`config.mk`:
```
export PLATFORM = sky130hd
export DESIGN_NAME = dpc_card_if
export DESIGN_NICKNAME = d
export VERILOG_FILES = /design/src/hw/dpc_pkg.sv /design/src/hw/dpc_card_if.sv
export VERILOG_INCLUDE_DIRS = /design/src /design/src/hw
export SDC_FILE = /design/constraint.sdc
export NUM_CORES = 1
export LEC_CHECK = 0
export BUFFER_PORTS_ARGS = -buffer_cell sky130_fd_sc_hd__buf_2
export CORE_AREA = 2 2 208 210
export CTS_BUF_LIST = sky130_fd_sc_hd__clkbuf_16
export DETAILED_ROUTE_END_ITERATION = 10
export DIE_AREA = 0 0 210 212
export HOLD_SLACK_MARGIN = 0.1
export PLACE_DENSITY = 0.7
export SYNTH_ARGS = -nofsm -noshare
export SYNTH_HDL_FRONTEND = slang
export SYNTH_SLANG_ARGS = --single-unit
```
`constraint.sdc`:
```
create_clock -name ref_clk -period 18.1 [get_ports ref_clk]
set_input_delay 1.81 -clock ref_clk [delete_from_list [all_inputs] [get_ports ref_clk]]
set_output_delay 1.81 -clock ref_clk [all_outputs]
set_load 0.02 [all_outputs]
```
`src/hw/dpc_defines.svh`:
```
// timing counts, field positions and reset values of the card front end
`ifndef DPC_DEFINES_SVH
`define DPC_DEFINES_SVH
// clock rate of ref_clk in MHz
`define DPC_CLK_MHZ 125
// carrier rises per bit_period_unit, and half of it for mid-bit sampling
`define DPC_ETU_CLKS 9'd372
`define DPC_ETU_HALF 9'd186
// answer-to-reset length in characters
`define DPC_ATR_CHARS 4'd8
// characters that make one page write
`define DPC_PAGE_BYTES 5'd16
// fastest synchronous clock that the host may use, in kHz
`define DPC_SYNC_MAX_KHZ 1000
// self-timed programming time in us and its cycle count less one, loaded into the down-counter
`define DPC_PROG_US 5
`define DPC_PROG_CLKS 10'((`DPC_PROG_US * `DPC_CLK_MHZ) - 1)
// header byte fields: device address, zone, password flag, read flag
`define DPC_HDR_ADDR 7:4
`define DPC_HDR_ZONE 3:2
`define DPC_HDR_PW 1
`define DPC_HDR_RD 0
// bytes of a 24-bit password
`define DPC_PW_BYTES 2'd3
// reset values of the pad synchronisers: reset pad pulled high
`define DPC_RST_PAD_RST 2'b11
`define DPC_LINE_RST 2'b11
`endif

```
`src/hw/dpc_pkg.sv`:
```
// types of the dual protocol card front end
package dpc_pkg;
    typedef enum logic [2:0] {
        DPC_S_IDLE = 3'b000,
        DPC_S_HDR = 3'b001,
        DPC_S_OFS = 3'b010,
        DPC_S_WDATA = 3'b011,
        DPC_S_PW = 3'b100,
        DPC_S_RDATA = 3'b101,
        DPC_S_IGNORE = 3'b110
    } dpc_sync_e;
    typedef enum logic [1:0] {
        DPC_A_OFF = 2'b00,
        DPC_A_IDLE = 2'b01,
        DPC_A_RX = 2'b10,
        DPC_A_TX = 2'b11
    } dpc_async_e;
    typedef logic [16:0] dpc_word_t;
    typedef struct packed {
        logic [2:0] clk_s;
        logic [1:0] rst_s;
        logic [2:0] sda_s;
        logic async_mode;
        dpc_sync_e s_st;
        logic [3:0] s_bit;
        logic [7:0] s_sh;
        logic s_rd;
        logic s_pw;
        logic [1:0] s_zone;
        logic [6:0] s_ofs;
        logic [4:0] s_page;
        logic [7:0] s_tx;
        logic [23:0] pw_acc;
        logic [1:0] pw_cnt;
        logic pw_ok;
        logic [9:0] prog_cnt;
        logic prog_busy;
        dpc_async_e a_st;
        logic [8:0] a_cnt;
        logic [8:0] a_lim;
        logic [3:0] a_bit;
        logic [9:0] a_frame;
        logic a_err;
        logic a_atr;
        logic [3:0] a_atr_n;
        logic [63:0] a_atr_sh;
        logic sda_oe;
        logic sda_out;
        logic tx_ready;
        logic push;
        dpc_word_t push_word;
    } dpc_state_s;
endpackage

```
`src/hw/dpc_card_if.sv`:
```
// serial front end of the card: async character link and addressed 2-wire link
`timescale 1ns/1ps
`include "dpc_defines.svh"

////////////////////////////////////////////////////////////////////////////////
// two-entry buffer, output stage plus skid entry, both from flip-flops
module dpc_buf #(
    parameter int W = 17
) (
    input wire logic ref_clk, // system clock
    input wire logic reset, // async reset, high
    input wire logic in_valid, // word offered
    input wire logic [W-1:0] in_data, // offered word
    output logic in_ready, // room for a word
    output logic out_valid, // word waiting
    output logic [W-1:0] out_data, // waiting word
    input wire logic out_ready // receiver takes word
);
    typedef struct packed {
        logic v0;
        logic v1;
        logic [W-1:0] d0;
        logic [W-1:0] d1;
    } dpc_buf_s;
    dpc_buf_s q;
    dpc_buf_s d;

    // pop first so a word offered as the only entry leaves goes straight to the output stage
    always_comb
    begin
        d = q;
        if (q.v0 && out_ready)
        begin
            d.d0 = q.d1;
            d.v0 = q.v1;
            d.v1 = 1'b0;
        end
        if (in_valid && !q.v1)
        begin
            if (!d.v0)
            begin
                d.d0 = in_data;
                d.v0 = 1'b1;
            end
            else
            begin
                d.d1 = in_data;
                d.v1 = 1'b1;
            end
        end
    end

    always_ff @(posedge ref_clk or posedge reset)
    begin
        if (reset)
            q <= '0;
        else
            q <= d;
    end

    assign in_ready = !q.v1; // ready only while skid entry free
    assign out_valid = q.v0;
    assign out_data = q.d0;
endmodule

////////////////////////////////////////////////////////////////////////////////
module dpc_card_if (
    input wire logic ref_clk, // 125 MHz system clock
    input wire logic reset, // async reset, high
    input wire logic clk_pin, // carrier / serial clock pad
    input wire logic rst_pin, // card reset pad
    input wire logic sda_in, // data line level
    output logic sda_out, // data line drive value, always low
    output logic sda_oe, // high while pulling line low
    input wire logic [3:0] dev_addr, // own 2-wire address
    input wire logic [63:0] atr_data, // answer-to-reset, first char in [7:0]
    input wire logic [3:0] zone_wr_en, // write right per zone
    input wire logic [3:0] zone_rd_en, // read right per zone
    input wire logic crypt_en, // authentication established
    input wire logic [1:0] key_sel, // chosen key set
    input wire logic [31:0] key_bytes, // stream byte of each key set
    input wire logic [383:0] pw_sets, // eight sets of two 24-bit passwords
    output logic rx_valid, // received word waiting
    output logic [16:0] rx_data, // {zone, offset, data}
    input wire logic rx_ready, // user takes word
    input wire logic tx_valid, // user byte offered
    input wire logic [7:0] tx_data, // user byte
    output logic tx_ready, // one-cycle pulse, byte taken
    output logic async_mode, // async protocol active
    output logic prog_busy, // self-timed write running
    output logic pw_ok // last password check matched
);
    import dpc_pkg::*;

    dpc_state_s q;
    dpc_state_s d;
    logic buf_ready;
    logic [7:0] key_byte;
    logic clk_rise;
    logic clk_fall;
    logic scl_hi;
    logic sda_lvl;
    logic sda_prev;
    logic [7:0] byte_in;
    logic [23:0] pw_ref;

    // stream byte of the chosen key set, zero until authenticated
    assign key_byte = crypt_en ? key_bytes[key_sel*8 +: 8] : 8'h00;
    assign byte_in = q.s_sh ^ key_byte;
    assign pw_ref = pw_sets[{q.s_ofs[3:0], 1'b0} * 12 +: 24];
    // edges come from the second and third stages, never the first
    assign clk_rise = q.clk_s[1] && !q.clk_s[2];
    assign clk_fall = !q.clk_s[1] && q.clk_s[2];
    assign scl_hi = q.clk_s[1] && q.clk_s[2];
    assign sda_lvl = q.sda_s[1];
    assign sda_prev = q.sda_s[2];

    ////////////////////////////////////////////////////////////////////////////
    // next state of both protocol engines
    always_comb
    begin
        d = q;
        d.clk_s = {q.clk_s[1:0], clk_pin};
        d.rst_s = {q.rst_s[0], rst_pin};
        d.sda_s = {q.sda_s[1:0], sda_in};
        d.sda_out = 1'b0;
        d.tx_ready = 1'b0;
        d.push = 1'b0;
        // self-timed programming after a write
        if (q.prog_busy)
        begin
            d.prog_cnt = q.prog_cnt - 10'h001;
            if (q.prog_cnt == 10'h000)
                d.prog_busy = 1'b0;
        end
        // reset pad low selects the async protocol and holds it quiet
        if (!q.rst_s[1])
        begin
            d.async_mode = 1'b1;
            d.a_st = DPC_A_OFF;
            d.s_st = DPC_S_IDLE;
            d.sda_oe = 1'b0;
        end
        else if (q.async_mode)
        begin
            unique case (q.a_st)
                DPC_A_OFF:
                begin
                    // rising reset pad starts the answer-to-reset
                    d.a_atr_sh = atr_data;
                    d.a_atr_n = `DPC_ATR_CHARS;
                    d.a_atr = 1'b1;
                    d.a_st = DPC_A_IDLE;
                end
                DPC_A_IDLE:
                begin
                    d.sda_oe = 1'b0;
                    d.a_cnt = 9'h000;
                    d.a_bit = 4'h0;
                    d.a_lim = `DPC_ETU_CLKS;
                    // frames start on a carrier rise, so the start bit also lasts whole carrier periods
                    if (q.a_atr && q.a_atr_n != 4'h0 && !clk_rise)
                        d.a_st = DPC_A_IDLE;
                    else if (q.a_atr && q.a_atr_n != 4'h0)
                    begin
                        d.a_frame = {^q.a_atr_sh[7:0], q.a_atr_sh[7:0], 1'b0};
                        d.a_atr_sh = {8'h00, q.a_atr_sh[63:8]};
                        d.a_atr_n = q.a_atr_n - 4'h1;
                        d.a_st = DPC_A_TX;
                    end
                    else if (sda_lvl == 1'b0)
                    begin
                        // start bit seen, first sample half a bit later
                        d.a_atr = 1'b0;
                        d.a_lim = `DPC_ETU_HALF;
                        d.a_st = DPC_A_RX;
                    end
                    else if (tx_valid && !q.tx_ready && clk_rise)
                    begin
                        // half duplex: send only while the line is idle
                        d.a_atr = 1'b0;
                        d.a_frame = {^(tx_data ^ key_byte), tx_data ^ key_byte, 1'b0};
                        d.tx_ready = 1'b1;
                        d.a_st = DPC_A_TX;
                    end
                end
                DPC_A_TX:
                begin
                    // pull low only for zero bits, guard bits released
                    d.sda_oe = (q.a_bit < 4'd10) && !q.a_frame[0];
                    if (clk_rise)
                    begin
                        d.a_cnt = q.a_cnt + 9'h001;
                        if (q.a_cnt == q.a_lim - 9'h001)
                        begin
                            d.a_cnt = 9'h000;
                            d.a_bit = q.a_bit + 4'h1;
                            d.a_frame = {1'b1, q.a_frame[9:1]};
                            if (q.a_bit == 4'd11)
                                d.a_st = DPC_A_IDLE;
                        end
                    end
                end
                DPC_A_RX:
                begin
                    if (clk_rise)
                    begin
                        d.a_cnt = q.a_cnt + 9'h001;
                        if (q.a_cnt == q.a_lim - 9'h001)
                        begin
                            d.a_cnt = 9'h000;
                            d.a_lim = `DPC_ETU_CLKS;
                            d.a_bit = q.a_bit + 4'h1;
                            if (q.a_bit == 4'd0 && sda_lvl)
                                d.a_st = DPC_A_IDLE; // false start
                            else if (q.a_bit < 4'd9)
                                d.a_frame = {sda_lvl, q.a_frame[9:1]};
                            else if (q.a_bit == 4'd9)
                            begin
                                // even parity over data and parity bit
                                d.a_err = (^q.a_frame[9:2] ^ sda_lvl) || !buf_ready;
                                d.push = !(^q.a_frame[9:2] ^ sda_lvl) && buf_ready;
                                d.push_word = {9'h000, q.a_frame[9:2] ^ key_byte};
                            end
                            else if (q.a_bit == 4'd10)
                            begin
                                // error signal asks the reader to repeat
                                d.sda_oe = q.a_err;
                                if (!q.a_err)
                                    d.a_st = DPC_A_IDLE;
                            end
                            else
                            begin
                                d.sda_oe = 1'b0;
                                d.a_st = DPC_A_IDLE;
                            end
                        end
                    end
                end
            endcase
        end
        else
        begin
            // sync engine has no answer-to-reset path at all
            if (scl_hi && sda_prev && !sda_lvl)
            begin
                d.s_st = DPC_S_HDR;
                d.s_bit = 4'h0;
                d.sda_oe = 1'b0;
            end
            else if (scl_hi && !sda_prev && sda_lvl)
            begin
                // stop ends a page and starts programming
                if (q.s_st == DPC_S_WDATA && q.s_page != 5'h00)
                begin
                    d.prog_busy = 1'b1;
                    d.prog_cnt = `DPC_PROG_CLKS;
                end
                d.s_st = DPC_S_IDLE;
                d.sda_oe = 1'b0;
            end
            else if (clk_rise && q.s_st != DPC_S_IDLE)
            begin
                if (q.s_bit < 4'd8)
                begin
                    d.s_sh = {q.s_sh[6:0], sda_lvl};
                    d.s_bit = q.s_bit + 4'h1;
                end
                else
                begin
                    d.s_bit = 4'h0;
                    if (q.s_st == DPC_S_RDATA && sda_lvl)
                        d.s_st = DPC_S_IGNORE; // host refused more data
                end
            end
            else if (clk_fall && q.s_st != DPC_S_IDLE)
            begin
                d.sda_oe = 1'b0;
                if (q.s_st == DPC_S_RDATA && q.s_bit == 4'h0)
                begin
                    d.s_tx = 8'hff;
                    if (tx_valid && zone_rd_en[q.s_zone] && !q.tx_ready)
                    begin
                        d.s_tx = tx_data ^ key_byte;
                        d.tx_ready = 1'b1;
                    end
                    d.sda_oe = !d.s_tx[7];
                end
                else if (q.s_st == DPC_S_RDATA && q.s_bit < 4'd8)
                    d.sda_oe = !q.s_tx[3'(4'd7 - q.s_bit)];
                else if (q.s_bit == 4'd8)
                begin
                    unique case (q.s_st)
                        DPC_S_HDR:
                        begin
                            if (q.s_sh[`DPC_HDR_ADDR] == dev_addr && !q.prog_busy)
                            begin
                                d.sda_oe = 1'b1;
                                d.s_rd = q.s_sh[`DPC_HDR_RD];
                                d.s_pw = q.s_sh[`DPC_HDR_PW];
                                d.s_zone = q.s_sh[`DPC_HDR_ZONE];
                                d.s_st = DPC_S_OFS;
                            end
                            else
                                d.s_st = DPC_S_IGNORE;
                        end
                        DPC_S_OFS:
                        begin
                            d.sda_oe = 1'b1;
                            d.s_ofs = q.s_sh[6:0];
                            d.s_page = 5'h00;
                            d.pw_cnt = 2'h0;
                            d.s_st = q.s_pw ? DPC_S_PW : (q.s_rd ? DPC_S_RDATA : DPC_S_WDATA);
                        end
                        DPC_S_WDATA:
                        begin
                            // refuse past the page, a locked zone or a full buffer
                            if (zone_wr_en[q.s_zone] && q.s_page < `DPC_PAGE_BYTES && buf_ready)
                            begin
                                d.sda_oe = 1'b1;
                                d.push = 1'b1;
                                d.push_word = {q.s_zone, q.s_ofs, byte_in};
                                d.s_ofs = {q.s_ofs[6:4], q.s_ofs[3:0] + 4'h1};
                                d.s_page = q.s_page + 5'h01;
                            end
                        end
                        DPC_S_PW:
                        begin
                            d.sda_oe = 1'b1;
                            d.pw_acc = {q.pw_acc[15:0], byte_in};
                            d.pw_cnt = q.pw_cnt + 2'h1;
                            if (q.pw_cnt == `DPC_PW_BYTES - 2'h1)
                                d.pw_ok = ({q.pw_acc[15:0], byte_in} == pw_ref);
                        end
                        default:
                            d.sda_oe = 1'b0;
                    endcase
                end
            end
        end
    end

    ////////////////////////////////////////////////////////////////////////////
    // all state in one register; reset pad synchroniser resets high
    always_ff @(posedge ref_clk or posedge reset)
    begin
        if (reset)
        begin
            q <= '0;
            q.rst_s <= `DPC_RST_PAD_RST;
            q.sda_s <= {1'b1, `DPC_LINE_RST};
            q.clk_s <= {1'b1, `DPC_LINE_RST}; // idle high, so no false clock edge after reset
            q.s_st <= DPC_S_IDLE;
            q.a_st <= DPC_A_OFF;
        end
        else
            q <= d;
    end

    // receive path buffer, back-pressure refuses acks and flags async errors
    dpc_buf #(.W(17)) u_rx_buf (
        .ref_clk(ref_clk),
        .reset(reset),
        .in_valid(q.push),
        .in_data(q.push_word),
        .in_ready(buf_ready),
        .out_valid(rx_valid),
        .out_data(rx_data),
        .out_ready(rx_ready)
    );

    assign sda_out = q.sda_out;
    assign sda_oe = q.sda_oe;
    assign tx_ready = q.tx_ready;
    assign async_mode = q.async_mode;
    assign prog_busy = q.prog_busy;
    assign pw_ok = q.pw_ok;
endmodule

```
Yosys cells after proc, flatten, opt, wreduce, memory -nomap -nowiden
Index checks and enable logic that the tools add are counted.

Flip-flop bits (word level): 246. Input bits: 510. Output and inout bits: 24. Logic and storage cells: 362.

Add/sub/neg operators: 10. Multipliers: 1. Order comparisons: 6. Equal/unequal tests: 67. Shift operators: 2. Muxes and demuxes: 145. Bitwise logic cells: 13. Reductions and logical operators: 82.

Operators by type and width (count): variable part select 384 x 10 -> 24 bit (1); 2-to-1 mux 18 bit (11); case mux 69 bit (2 select lines) (1); 2-to-1 mux 19 bit (7); 2-to-1 mux 104 bit (1); 2-to-1 mux 51 bit (2); 2-to-1 mux 8 bit (11); 2-to-1 mux 27 bit (3); 2-to-1 mux 11 bit (7); 2-to-1 mux 77 bit (1); 2-to-1 mux 35 bit (2); 2-to-1 mux 70 bit (1); 2-to-1 mux 69 bit (1); 2-to-1 mux 68 bit (1); 2-to-1 mux 63 bit (1); 2-to-1 mux 10 bit (5); 2-to-1 mux 16 bit (3); AND reduction 11 bit (4); case mux 14 bit (3 select lines) (1); inequality test 2 bit (second input constant) (19); 2-to-1 mux 1 bit (37); 2-to-1 mux 3 bit (12); 2-to-1 mux 36 bit (1); 2-to-1 mux 9 bit (4); other kinds (72) (189).

Depth between registers and ports, before layout
Gate-level depths: netlist of the first run.

Depth in word-level cells: 20. Gate-level depth with buffers: 11. Depth with buffers taken out: 9.

Modules after synthesis
From an unflattened synthesis of the first run, not the netlist that was laid out.

Cell total of the unflattened synthesis: 1435. Area, all modules: 15414.8 sq um.

Modules (own cells, without submodules): dpc_card_if (instances 1, cells each 1317, area each 13718.2 sq um, seq. area each 4914.7 sq um); dpc_buf (instances 1, cells each 118, area each 1696.6 sq um, seq. area each 900.9 sq um).

Worst setup path before layout of the first run
No wires, ideal clock.

Kind: input -> register. From: in key_sel[0]. To: reg q[100] in the netlist's numbering. Library setup time: 131 ps. Arrival time: 3717 ps. Data required time: 17969 ps. Path slack: 14252 ps. Stages on the path: 8. Buffers on the path: 1. Cell sequence: buf_4 > mux4_2 > a21o_1 > a211o_1 > a211oi_1 > a211oi_1 > o31ai_1 > o211ai_2.

Word-level cells in the longest chain between the ends: 9.

Ends and longest elaborated chain: start: declaration (RTL line dpc_card_if.sv:80) `input wire logic [1:0] key_sel,`; variable part select 32 x 6 -> 8 bit (RTL line dpc_card_if.sv:108) `assign key_byte = crypt_en ? key_bytes[key_sel*8 +: 8] : 8'h00;`; 2-to-1 mux 8 bit (RTL line dpc_card_if.sv:108); bitwise XOR 8 bit (RTL line dpc_card_if.sv:182) `d.a_frame = {^(tx_data ^ key_byte), tx_data ^ key_byte, 1'b0};`; XOR reduction 8 bit (RTL line dpc_card_if.sv:182); 2-to-1 mux 10 bit (RTL line dpc_card_if.sv:178) `else if (tx_valid && !q.tx_ready && clk_rise)`; 2-to-1 mux 10 bit (RTL line dpc_card_if.sv:171) `else if (sda_lvl == 1'b0)`; 2-to-1 mux 10 bit (RTL line dpc_card_if.sv:164) `else if (q.a_atr && q.a_atr_n != 4'h0)`; 2-to-1 mux 10 bit (RTL line dpc_card_if.sv:162) `if (q.a_atr && q.a_atr_n != 4'h0 && !clk_rise)`; case mux 14 bit (3 select lines) (RTL line dpc_card_if.sv:146) `unique case (q.a_st)`; end: declaration (RTL line dpc_card_if.sv:95) `dpc_state_s q;`.

No other way between the ends. The select of a mux whose other input is x is not followed. A chain may end at the register's enable or synchronous reset.

Final worst setup path of the first run
From: reg q[176] in the netlist's numbering. To: reg q, in the netlist pw_ok.

Word-level cells in the longest chain between the ends: 3.

Ends and longest elaborated chain: multiplier 4 x 2 -> 6 bit (RTL line dpc_card_if.sv:110) `assign pw_ref = pw_sets[{q.s_ofs[3:0], 1'b0} * 12 +: 24];`; variable part select 384 x 10 -> 24 bit (RTL line dpc_card_if.sv:110); == test 24 bit (RTL line dpc_card_if.sv:333) `d.pw_ok = ({q.pw_acc[15:0], byte_in} == pw_ref);`.

No other way between the ends.

==> results.sh, run 1 <==
export IMPL_routabilityCongestion=1.06
export IMPL_wl_per_cell_um=26.0
export IMPL_timing_final_ws_setup_ns=13.84
export IMPL_synthFlopType="dfrtp_1"
export IMPL_layout_drive_gt1_share=0.380
export IMPL_syn_area_um2=15500
export IMPL_ys_async_sr_fraction=1.00
export IMPL_yosysSeqAreaShare=0.375
export IMPL_ctsRootBufferMaster="clkbuf_16"
export IMPL_placed_cells=2505
export IMPL_firstDrtPassIters=5
export IMPL_clk_latency_ns=0.53
export IMPL_setup_worst_path_class="reg2reg"
export IMPL_fillers=4037
export IMPL_max_freq_mhz=234
export IMPL_routed_via_density=5.81
export IMPL_die_w_um=210
export IMPL_crit_path_start_kind="register"
export IMPL_maxSlewViolCount=0
export IMPL_grt_pass1_wl_um=96300
export IMPL_finalPower_mw=1.66
export IMPL_place_ws_ns=13.85
export IMPL_io_buffers=532
export IMPL_cts_repair_resize_count=0
export IMPL_yosys_area_top_type="dfrtp_1"
export IMPL_slowest_delay_ns=0.79
export IMPL_cts_sinks=232
export IMPL_cp_arrival_ns=4.73
export IMPL_rsz0062_at_grt="no"
export IMPL_grt_pass1_vias=14200
export IMPL_dpl_cell_area_um2=18400
export IMPL_p_leak_nw=9.15
export IMPL_row_count=76
export IMPL_syn_to_final_growth_pct=23.4
export IMPL_max_cap_violations=0
export IMPL_dp_hpwl_um=54000
export IMPL_final_util=0.450
export IMPL_routed_wl_um=66900
export IMPL_crit_chain="buf_4, buf_4, mux4_2, a22o_1, a221oi_2, xor2_1, nand4_1, nor4_1, a22o_1"
export IMPL_ys_types=81
export IMPL_irDropWorstVdd_v=0.0000745
export IMPL_fin_tns_setup_ns=0
export IMPL_cts_buffers=25
export IMPL_antenna_found_initial=40
export IMPL_gr_total_overflow=0
export IMPL_start_util=0.365
export IMPL_synth_top_cell_area_share=0.361
export IMPL_ant_nets=0
export IMPL_cpMaxStageDelayCell="dfrtp_4"
export IMPL_die_height_um=212
export IMPL_status="completed"
export IMPL_worstPathRequired_ns=18.56
export IMPL_grt_usage=0.296
export IMPL_grt_max_degree=116
export IMPL_num_vias=15000
export IMPL_max_slew_margin_rel=0.194
export IMPL_htree_levels=1
export IMPL_min_period_ns=4.26
export IMPL_cts_hold_buf=0
export IMPL_setup_viol_count_final=0
export IMPL_postCtsSetupBuffers=0
export IMPL_cp_max_fo=42
export IMPL_crit_family="buffers and inverters"
export IMPL_final_area_um2=19100
export IMPL_finalHoldViolations=0
export IMPL_core_area_um2=42500
export IMPL_worst_slew_pin_slew_ns=1.21
export IMPL_yosysWarningCount=0
export IMPL_clk_path_buf_depth=3
export IMPL_first_iter_violations=1596
export IMPL_syn_num_nets=2065
export IMPL_path_buf_inv=2
export IMPL_syn_inst=1538
export IMPL_netlist_top_cells_area="dfrtp_1 (36%), mux4_2 (15%), nand2_1 (4.7%), mux2i_1 (3.8%), nor2_1 (3.7%)"
export IMPL_ys_ff_latch=232
export IMPL_hold_class="reg2reg"
export IMPL_syn_avg_cell_area_um2=10.1
export IMPL_synth_edf_count=0
export IMPL_cts_tree="done"
export IMPL_pin_count=534
export IMPL_final_nets=2513
export IMPL_setup_worst_path_end_class="register"
export IMPL_fin_cells=2576
export IMPL_fin_worst_skew_ns=0.0112
export IMPL_dieArea_um2=44500
export IMPL_hold_slack_ns=0.356
export IMPL_powerDensity_nw_per_um2=86.5
export IMPL_clkTransAtPathRegs_ns=0.06
export IMPL_finalCritPeriodShare=0.236
export IMPL_route_detailed_drc=0
==> synth_stat cells, types with 24 or more instances <==
master	number
buf_4	24
nand3_1	27
clkbuf_1	77
inv_1	48
xnor2_1	35
mux2i_1	59
mux2_2	35
nand2_1	196
a21oi_1	66
a31oi_1	59
o21ai_0	34
nor2_1	154
mux4_2	103
xor2_1	39
dfrtp_1	224
==> routing by layer <==
layer	GRT usage	routed length (um)	share of wire
met3	0.0744	5710	0.085
met5	0	77	0.0012
met2	0.449	29700	0.44
met1	0.412	29000	0.43
met4	0.104	2440	0.036
==> sequential cells by signal, indices dropped and copies added, names as in the netlist <==
signal,flops
u_rx_buf.out_data,17
tx_ready,1
prog_busy,1
sda_oe,1
u_rx_buf.out_valid,1
async_mode,1
u_rx_buf.q,18
q,186
pw_ok,1
d,5
==> placed cells by master (no fill, tap or decap), drive strengths merged, types with 41 or more instances in the layout <==
cell type | synthesis | routed
nand2 | 198 | 198
dfrtp | 224 | 224
mux2 | 43 | 43
a21oi | 74 | 74
mux2i | 59 | 59
inv | 48 | 60
a31oi | 60 | 60
buf | 48 | 546
o21ai | 41 | 41
mux4 | 103 | 103
nor2 | 155 | 155
==> worst reg2reg max path: cells and delay by family, from the launching register on <==
family	cells	cell delay, ns
buffers and inverters	2	1.47
DFF	1	0.79
AOI/OAI and AO/OA	3	0.71
muxes	1	0.62
and+or+nand+nor	2	0.44
xor gates and xnor gates	1	0.17
==> logic make-up (layout without fill, tap and decap cells) <==
| logic type | Yosys count | in the layout | share of synthesized area |
|---|---|---|---|
| AND/OR/NAND/NOR | 521 | 521 | 0.155 |
| AO/OA/AOI/OAI | 314 | 314 | 0.142 |
| flip-flops | 232 | 232 | 0.375 |
| multiplexers | 205 | 205 | 0.219 |
| buffers and inverters | 174 | 640 | 0.0530 |
| XOR/XNOR | 74 | 74 | 0.0418 |
| adder cells (fa/ha/maj) | 17 | 17 | 0.0137 |
| other | 1 | 27 | 0.000242 |
==> final timing paths <==
| path | slack [ns] | endpoint | cells after the start | from |
|---|---|---|---|---|
| min in group asynchronous | 1.42 | q[80] | 2 | reset |
| worst max-delay path | 13.84 | pw_ok | 9 | q[176] |
| max in group asynchronous | 15.30 | q[197] | 3 | reset |
| worst max register to register | 13.84 | pw_ok | 9 | q[176] |
| worst min-delay path | 0.36 | q[207] | 0 | d[207] |
| worst min register to register | 0.36 | q[207] | 0 | d[207] |
==> report_power, final <==
| group | leakage (nW) | internal, mW | switching (mW) |
|---|---|---|---|
| sequential | 2.82 | 0.609 | 0.0794 |
| clock | 0.395 | 0.249 | 0.208 |
| combinational | 5.94 | 0.227 | 0.284 |
==> layout make-up <==
class / count / area (um2) / area share
Tap cell: 546 / 683 / 0.0357
Inverter: 49 / 191 / 0.0100
Antenna cell: 26 / 65.1 / 0.00340
Clock inverter: 20 / 85.1 / 0.00444
Sequential cell: 232 / 5820 / 0.304
Multi-Input combinational cell: 1132 / 8900 / 0.465
Timing Repair Buffer: 546 / 2770 / 0.145
Clock buffer: 25 / 626 / 0.0327
Note: power is estimated with default switching activity, not from simulation.
==> run 2, diff against run 1 <==
--- a/config.mk
+++ b/config.mk
@@ -7,12 +7,12 @@
 export NUM_CORES = 1
 export LEC_CHECK = 0
 export BUFFER_PORTS_ARGS = -buffer_cell sky130_fd_sc_hd__buf_2
-export CORE_AREA = 2 2 208 210
+export CORE_AREA = 2 2 210 212
 export CTS_BUF_LIST = sky130_fd_sc_hd__clkbuf_16
 export DETAILED_ROUTE_END_ITERATION = 10
-export DIE_AREA = 0 0 210 212
+export DIE_AREA = 0 0 212 214
 export HOLD_SLACK_MARGIN = 0.1
-export PLACE_DENSITY = 0.7
+export PLACE_DENSITY = 0.69
 export SYNTH_ARGS = -nofsm -noshare
 export SYNTH_HDL_FRONTEND = slang
 export SYNTH_SLANG_ARGS = --single-unit
==> constraint.sdc (replaced) <==
create_clock -name ref_clk -period 4.17 [get_ports ref_clk]
set_input_delay 0.417 -clock ref_clk [delete_from_list [all_inputs] [get_ports ref_clk]]
set_output_delay 0.417 -clock ref_clk [all_outputs]
set_load 0.02 [all_outputs]
==> run 2 against run 1 <==
Effect of this change: sequential power increased to 4.3 times the previous value; critical endpoint is now q[1]; largest power group unchanged; die area rose by 1.9%; global-route usage fell by 1.4 points.
==> results.sh, run 2 (same netlist as run 1, synthesis figures left out) <==
export IMPL_routed_wl_um=65600
export IMPL_timing_final_ws_setup_ns=0.937
export IMPL_antenna_found_initial=34
export IMPL_fin_tns_setup_ns=0
export IMPL_pin_count=534
export IMPL_cp_arrival_ns=3.65
export IMPL_top_register="q"
export IMPL_seqCellArea_um2=5820
export IMPL_layout_drive_gt1_share=0.386
export IMPL_clk_path_buf_depth=3
export IMPL_maxSlewViolCount=0
export IMPL_multi_input_area_um2=8900
export IMPL_setup_viol_count_final=0
export IMPL_syn_to_final_growth_pct=26.2
export IMPL_start_util=0.362
export IMPL_irDropWorstVdd_v=0.000279
export IMPL_grt_pass1_wl_um=95100
export IMPL_worst_slew_pin_slew_ns=1.24
export IMPL_hold_class="in2reg"
export IMPL_grt_pass1_vias=14600
export IMPL_p_leak_nw=9.31
export IMPL_ctsRootBufferMaster="clkbuf_16"
export IMPL_firstDrtPassIters=7
export IMPL_crit_chain="inv_1, ha_1, nor3b_1, or3_1, a221oi_2, nand4_1, buf_4, o21ai_1, nand2_2, mux2_1"
export IMPL_clk_latency_ns=0.54
export IMPL_grt_usage=0.283
export IMPL_clkTransAtPathRegs_ns=0.06
export IMPL_final_common_cell="buf_2"
export IMPL_finalHoldViolations=0
export IMPL_ant_nets=0
export IMPL_core_area_um2=42900
export IMPL_crit_family="simple AND/OR/NAND/NOR gates"
export IMPL_grt_max_degree=120
export IMPL_cp_max_fo=17
export IMPL_num_vias=15000
export IMPL_setup_worst_path_end_class="register"
export IMPL_fillers=4095
export IMPL_setup_worst_path_class="reg2reg"
export IMPL_postCtsSetupBuffers=0
export IMPL_die_height_um=214
export IMPL_min_period_ns=3.23
export IMPL_max_freq_mhz=309
export IMPL_dp_hpwl_um=52700
export IMPL_wl_per_cell_um=24.9
export IMPL_finalCritPeriodShare=0.775
export IMPL_powerDensity_nw_per_um2=383
export IMPL_row_count=76
export IMPL_cts_repair_resize_count=0
export IMPL_max_cap_violations=0
export IMPL_rsz0062_at_grt="no"
export IMPL_max_slew_margin_rel=0.176
export IMPL_gr_total_overflow=0
export IMPL_routed_via_density=5.68
export IMPL_worstPathRequired_ns=4.58
export IMPL_place_ws_ns=0.941
export IMPL_die_w_um=212
export IMPL_routabilityCongestion=0.985
export IMPL_first_iter_violations=1365
export IMPL_cts_buffers=26
export IMPL_slowest_delay_ns=0.54
export IMPL_io_buffers=532
export IMPL_path_buf_inv=2
export IMPL_fin_worst_skew_ns=0.0107
export IMPL_cpMaxStageDelayCell="a221oi_2"
export IMPL_dieArea_um2=45400
export IMPL_status="completed"
export IMPL_cts_tree="done"
export IMPL_final_nets=2538
export IMPL_crit_path_start_kind="register"
export IMPL_largest_reg_flops=186
export IMPL_layout_common_cells="buf_2 (532), dfrtp_1 (222), nand2_1 (196), nor2_1 (153), mux4_2 (103)"
export IMPL_route_detailed_drc=0
export IMPL_htree_levels=1
export IMPL_cts_sinks=232
==> run 2: metrics by stage <==
stage	total power, mW	instances	hold slack, ns	area (um2)	util
floorplan	4.46	1538	0.345	15500	-
global placement	5.18	2556	0.349	18600	0.433
detailed placement	5.23	2556	0.349	18600	0.433
CTS	7.55	2615	0.106	19500	0.455
global route	7.92	2627	0.119	19500	0.456
finish	7.51	2639	0.132	19600	0.457
==> run 2: report_power, final <==
part	total [mW]	internal [mW]	switching (mW)	leakage, nW
clock network	2.30	1.35	0.944	0.433
registers	2.99	2.64	0.350	2.82
logic	2.21	1.00	1.21	6.06
total	7.51	5.00	2.51	9.31
==> run 2: tightest hold or removal path, cell delays in order <==
cell and delay [ns]:
buf_2 0.09, nand2_1 0.05, a31oi_1 0.07
==> run 2: layer usage <==
metal	GRT usage	up-vias	wire [um]
met5	0	-	112
li1	-	6635	-
met2	0.437	758	30100
met1	0.390	7459	27700
met3	0.0642	114	5740
met4	0.0948	16	1940
==> run 2: layout make-up <==
class / instances / share of cell area
timing repair buffer: 570 / 0.155
clock inverter: 20 / 0.00876
sequential: 232 / 0.297
antenna: 24 / 0.00307
multi-input combinational: 1132 / 0.455
inverter: 49 / 0.00959
tap: 585 / 0.0374
clock buffer: 27 / 0.0345
==> run 2: final timing paths <==
check / from / end / slack (ns) / cells after the start
setup / recovery: q[112] / q[1] / 0.94 / 10
hold / removal: atr_data[51] / q[72] / 0.13 / 3
setup reg to reg: q[112] / q[1] / 0.94 / 10
hold reg to reg: d[204] / d[205] / 0.36 / 0
max in group asynchronous: reset / u_rx_buf.out_data[11] / 2.60 / 4
min in group asynchronous: reset / q[79] / 0.51 / 3
==> run 2: what timing repair did <==
action,4_1_cts,5_1_grt
endpoints found under the hold margin,31,0
hold buffers,12,0
setup endpoints to repair,0,0
==> run 3, diff against run 2 <==
--- a/config.mk
+++ b/config.mk
@@ -7,12 +7,12 @@
 export NUM_CORES = 1
 export LEC_CHECK = 0
 export BUFFER_PORTS_ARGS = -buffer_cell sky130_fd_sc_hd__buf_2
-export CORE_AREA = 2 2 210 212
+export CORE_AREA = 2 2 208 210
 export CTS_BUF_LIST = sky130_fd_sc_hd__clkbuf_16
 export DETAILED_ROUTE_END_ITERATION = 10
-export DIE_AREA = 0 0 212 214
+export DIE_AREA = 0 0 210 212
 export HOLD_SLACK_MARGIN = 0.1
-export PLACE_DENSITY = 0.69
+export PLACE_DENSITY = 0.72
 export SYNTH_ARGS = -nofsm -noshare
 export SYNTH_HDL_FRONTEND = slang
 export SYNTH_SLANG_ARGS = --single-unit
==> constraint.sdc (replaced) <==
create_clock -name ref_clk -period 2.72 [get_ports ref_clk]
set_input_delay 0.272 -clock ref_clk [delete_from_list [all_inputs] [get_ports ref_clk]]
set_output_delay 0.272 -clock ref_clk [all_outputs]
set_load 0.02 [all_outputs]
==> run 3 against run 2 <==
Effect of this change: the flow now finishes with violations (negative setup slack); clock power grew 62%; non-clock buffer count is 137 higher; total power grew 61%; cell area increased by 7.1%; worst setup slack got worse by 0.96 ns; clock-buffer cell count unchanged; clock skew increased by 0.0061 ns; global-route usage rose by 2.4 points; maximum frequency grew 18%; final cell count is 3.7% higher; first-iteration DRC count is 13% higher; largest cell class unchanged; largest power group unchanged.
==> results.sh, run 3 (same netlist as run 1, synthesis figures left out) <==
export IMPL_status="finished with violations"
export IMPL_violations="negative setup slack"
export IMPL_worst_slew_pin_slew_ns=1.03
export IMPL_crit_family="compound AO/OA/AOI/OAI gates"
export IMPL_firstDrtPassIters=5
export IMPL_rsz0062_at_grt="yes"
export IMPL_powerDensity_nw_per_um2=575
export IMPL_largest_reg_flops=186
export IMPL_htree_levels=1
export IMPL_setup_viol_count_final=1
export IMPL_dpl_cell_area_um2=19100
export IMPL_fillers=3900
export IMPL_cts_sinks=232
export IMPL_final_nets=2676
export IMPL_routed_wl_um=69800
export IMPL_core_area_um2=42500
export IMPL_num_vias=15800
export IMPL_cp_arrival_ns=3.21
export IMPL_ant_nets=0
export IMPL_die_w_um=210
export IMPL_timing_final_ws_setup_ns=-0.0245
export IMPL_crit_path_start_kind="register"
export IMPL_final_common_cell="buf_2"
export IMPL_setup_worst_path_end_class="register"
export IMPL_ctsRootBufferMaster="clkbuf_16"
export IMPL_setup_worst_path_class="reg2reg"
export IMPL_finalPower_mw=12.1
export IMPL_irDropWorstVdd_v=0.000427
export IMPL_max_slew_margin_rel=0.309
export IMPL_finalHoldViolations=0
export IMPL_worstPathRequired_ns=3.18
export IMPL_routed_via_density=5.77
export IMPL_clk_path_buf_depth=3
export IMPL_grt_usage=0.307
export IMPL_place_ws_ns=0.0237
export IMPL_start_util=0.365
export IMPL_worstHoldStart="tx_data[6]"
export IMPL_placed_cells=2583
export IMPL_hold_slack_ns=0.295
export IMPL_io_buffers=532
export IMPL_layout_drive_gt1_share=0.404
export IMPL_rr_startpoint="q[111]"
export IMPL_cp_max_fo=8
export IMPL_gr_total_overflow=0
export IMPL_cts_buffers=26
export IMPL_hold_class="in2reg"
export IMPL_cpMostUsedCell="buf_6"
export IMPL_cts_tree="done"
export IMPL_fin_worst_skew_ns=0.0168
export IMPL_critPathLaunch="q[111]"
export IMPL_top_register="q"
export IMPL_finalCritPeriodShare=1.01
export IMPL_grt_pass1_wl_um=101000
export IMPL_crit_chain="buf_6, xor2_4, or4_4, a31oi_4, buf_6, nand4_4, a2111oi_4, buf_4, buf_12, nor2_1, a21oi_2"
export IMPL_final_area_um2=21000
export IMPL_min_period_ns=2.74
export IMPL_slowest_delay_ns=0.54
export IMPL_wl_per_cell_um=25.5
export IMPL_final_util=0.493
export IMPL_fin_tns_setup_ns=-0.0245
export IMPL_antenna_found_initial=32
export IMPL_layout_common_cells="buf_2 (533), dfrtp_1 (222), nand2_1 (196), nor2_1 (152), mux4_2 (103)"
export IMPL_max_freq_mhz=364
export IMPL_max_cap_violations=0
export IMPL_dp_hpwl_um=55500
export IMPL_grt_max_degree=66
export IMPL_path_buf_inv=4
export IMPL_first_iter_violations=1547
export IMPL_maxSlewViolCount=0
export IMPL_routabilityCongestion=1.06
export IMPL_route_detailed_drc=0
export IMPL_multi_input_area_um2=9000
export IMPL_row_count=76
export IMPL_cpMaxStageDelayCell="or4_4"
export IMPL_fin_cells=2736
export IMPL_seqCellArea_um2=5820
export IMPL_p_leak_nw=10.0
export IMPL_grt_pass1_vias=15500
export IMPL_pin_count=534
export IMPL_syn_to_final_growth_pct=35.2
export IMPL_die_height_um=212
export IMPL_clkTransAtPathRegs_ns=0.06
export IMPL_dieArea_um2=44500
export IMPL_clk_latency_ns=0.55
-- run 3: cell count changes in the layout (fill, tap and decap cells not counted), moves of 2 or more --
cell,previous run,this run
buf_6,0,5
dlygate4sd3_1,12,69
buf_12,4,12
nand2_4,0,2
clkinv_2,8,4
bufinv_16,3,5
o21ai_0,34,32
buf_4,22,87
-- run 3: final cells by class --
type / count / area share
Multi-Input combinational cell: 1133 / 0.429
Timing Repair Buffer: 707 / 0.207
Clock inverter: 18 / 0.0103
Antenna cell: 24 / 0.00286
Tap cell: 546 / 0.0326
Inverter: 49 / 0.00895
Clock buffer: 27 / 0.0322
Sequential cell: 232 / 0.278
-- run 3: path summary, 6_finish.rpt --
check,depth (start not counted),slack (ns),end
max in group asynchronous,5,1.47,u_rx_buf.q[2]
worst max register to register,11,-0.02,q[99]
worst min register to register,0,0.36,d[210]
min in group asynchronous,3,0.36,q[84]
worst min-delay path,5,0.30,q[169]
worst max-delay path,11,-0.02,q[99]
-- run 3: worst register-to-register path: stages (launching register included) --
cell and delay, ns:
dfrtp_1 0.41, buf_6 0.15, xor2_4 0.19, or4_4 0.54, a31oi_4 0.21, buf_6 0.14, nand4_4 0.12, a2111oi_4 0.42
buf_4 0.20, buf_12 0.12, nor2_1 0.05, a21oi_2 0.13
-- run 3: layer usage --
| layer | share of wire | track usage | up-vias |
|---|---|---|---|
| li1 | - | - | 6910 |
| met4 | 0.052 | 0.139 | 10 |
| met3 | 0.088 | 0.0796 | 137 |
| met2 | 0.45 | 0.476 | 841 |
| met5 | 0.0010 | 0 | - |
| met1 | 0.41 | 0.404 | 7880 |
-- run 3: what timing repair did --
| item | in CTS | in global routing |
|---|---|---|
| hold buffers | 69 | 0 |
| gates resized for setup | 0 | 26 |
| setup endpoints to repair | 0 | 31 |
| buffers inserted | 0 | 12 |
| endpoints found under the hold margin | 81 | 0 |
-- run 3: power by group --
part | switching (mW) | leakage, nW | internal (mW)
clock | 1.46 | 0.451 | 2.26
sequential | 0.512 | 2.82 | 4.05
combinational | 2.02 | 6.76 | 1.74
total | 4.00 | 10.0 | 8.06
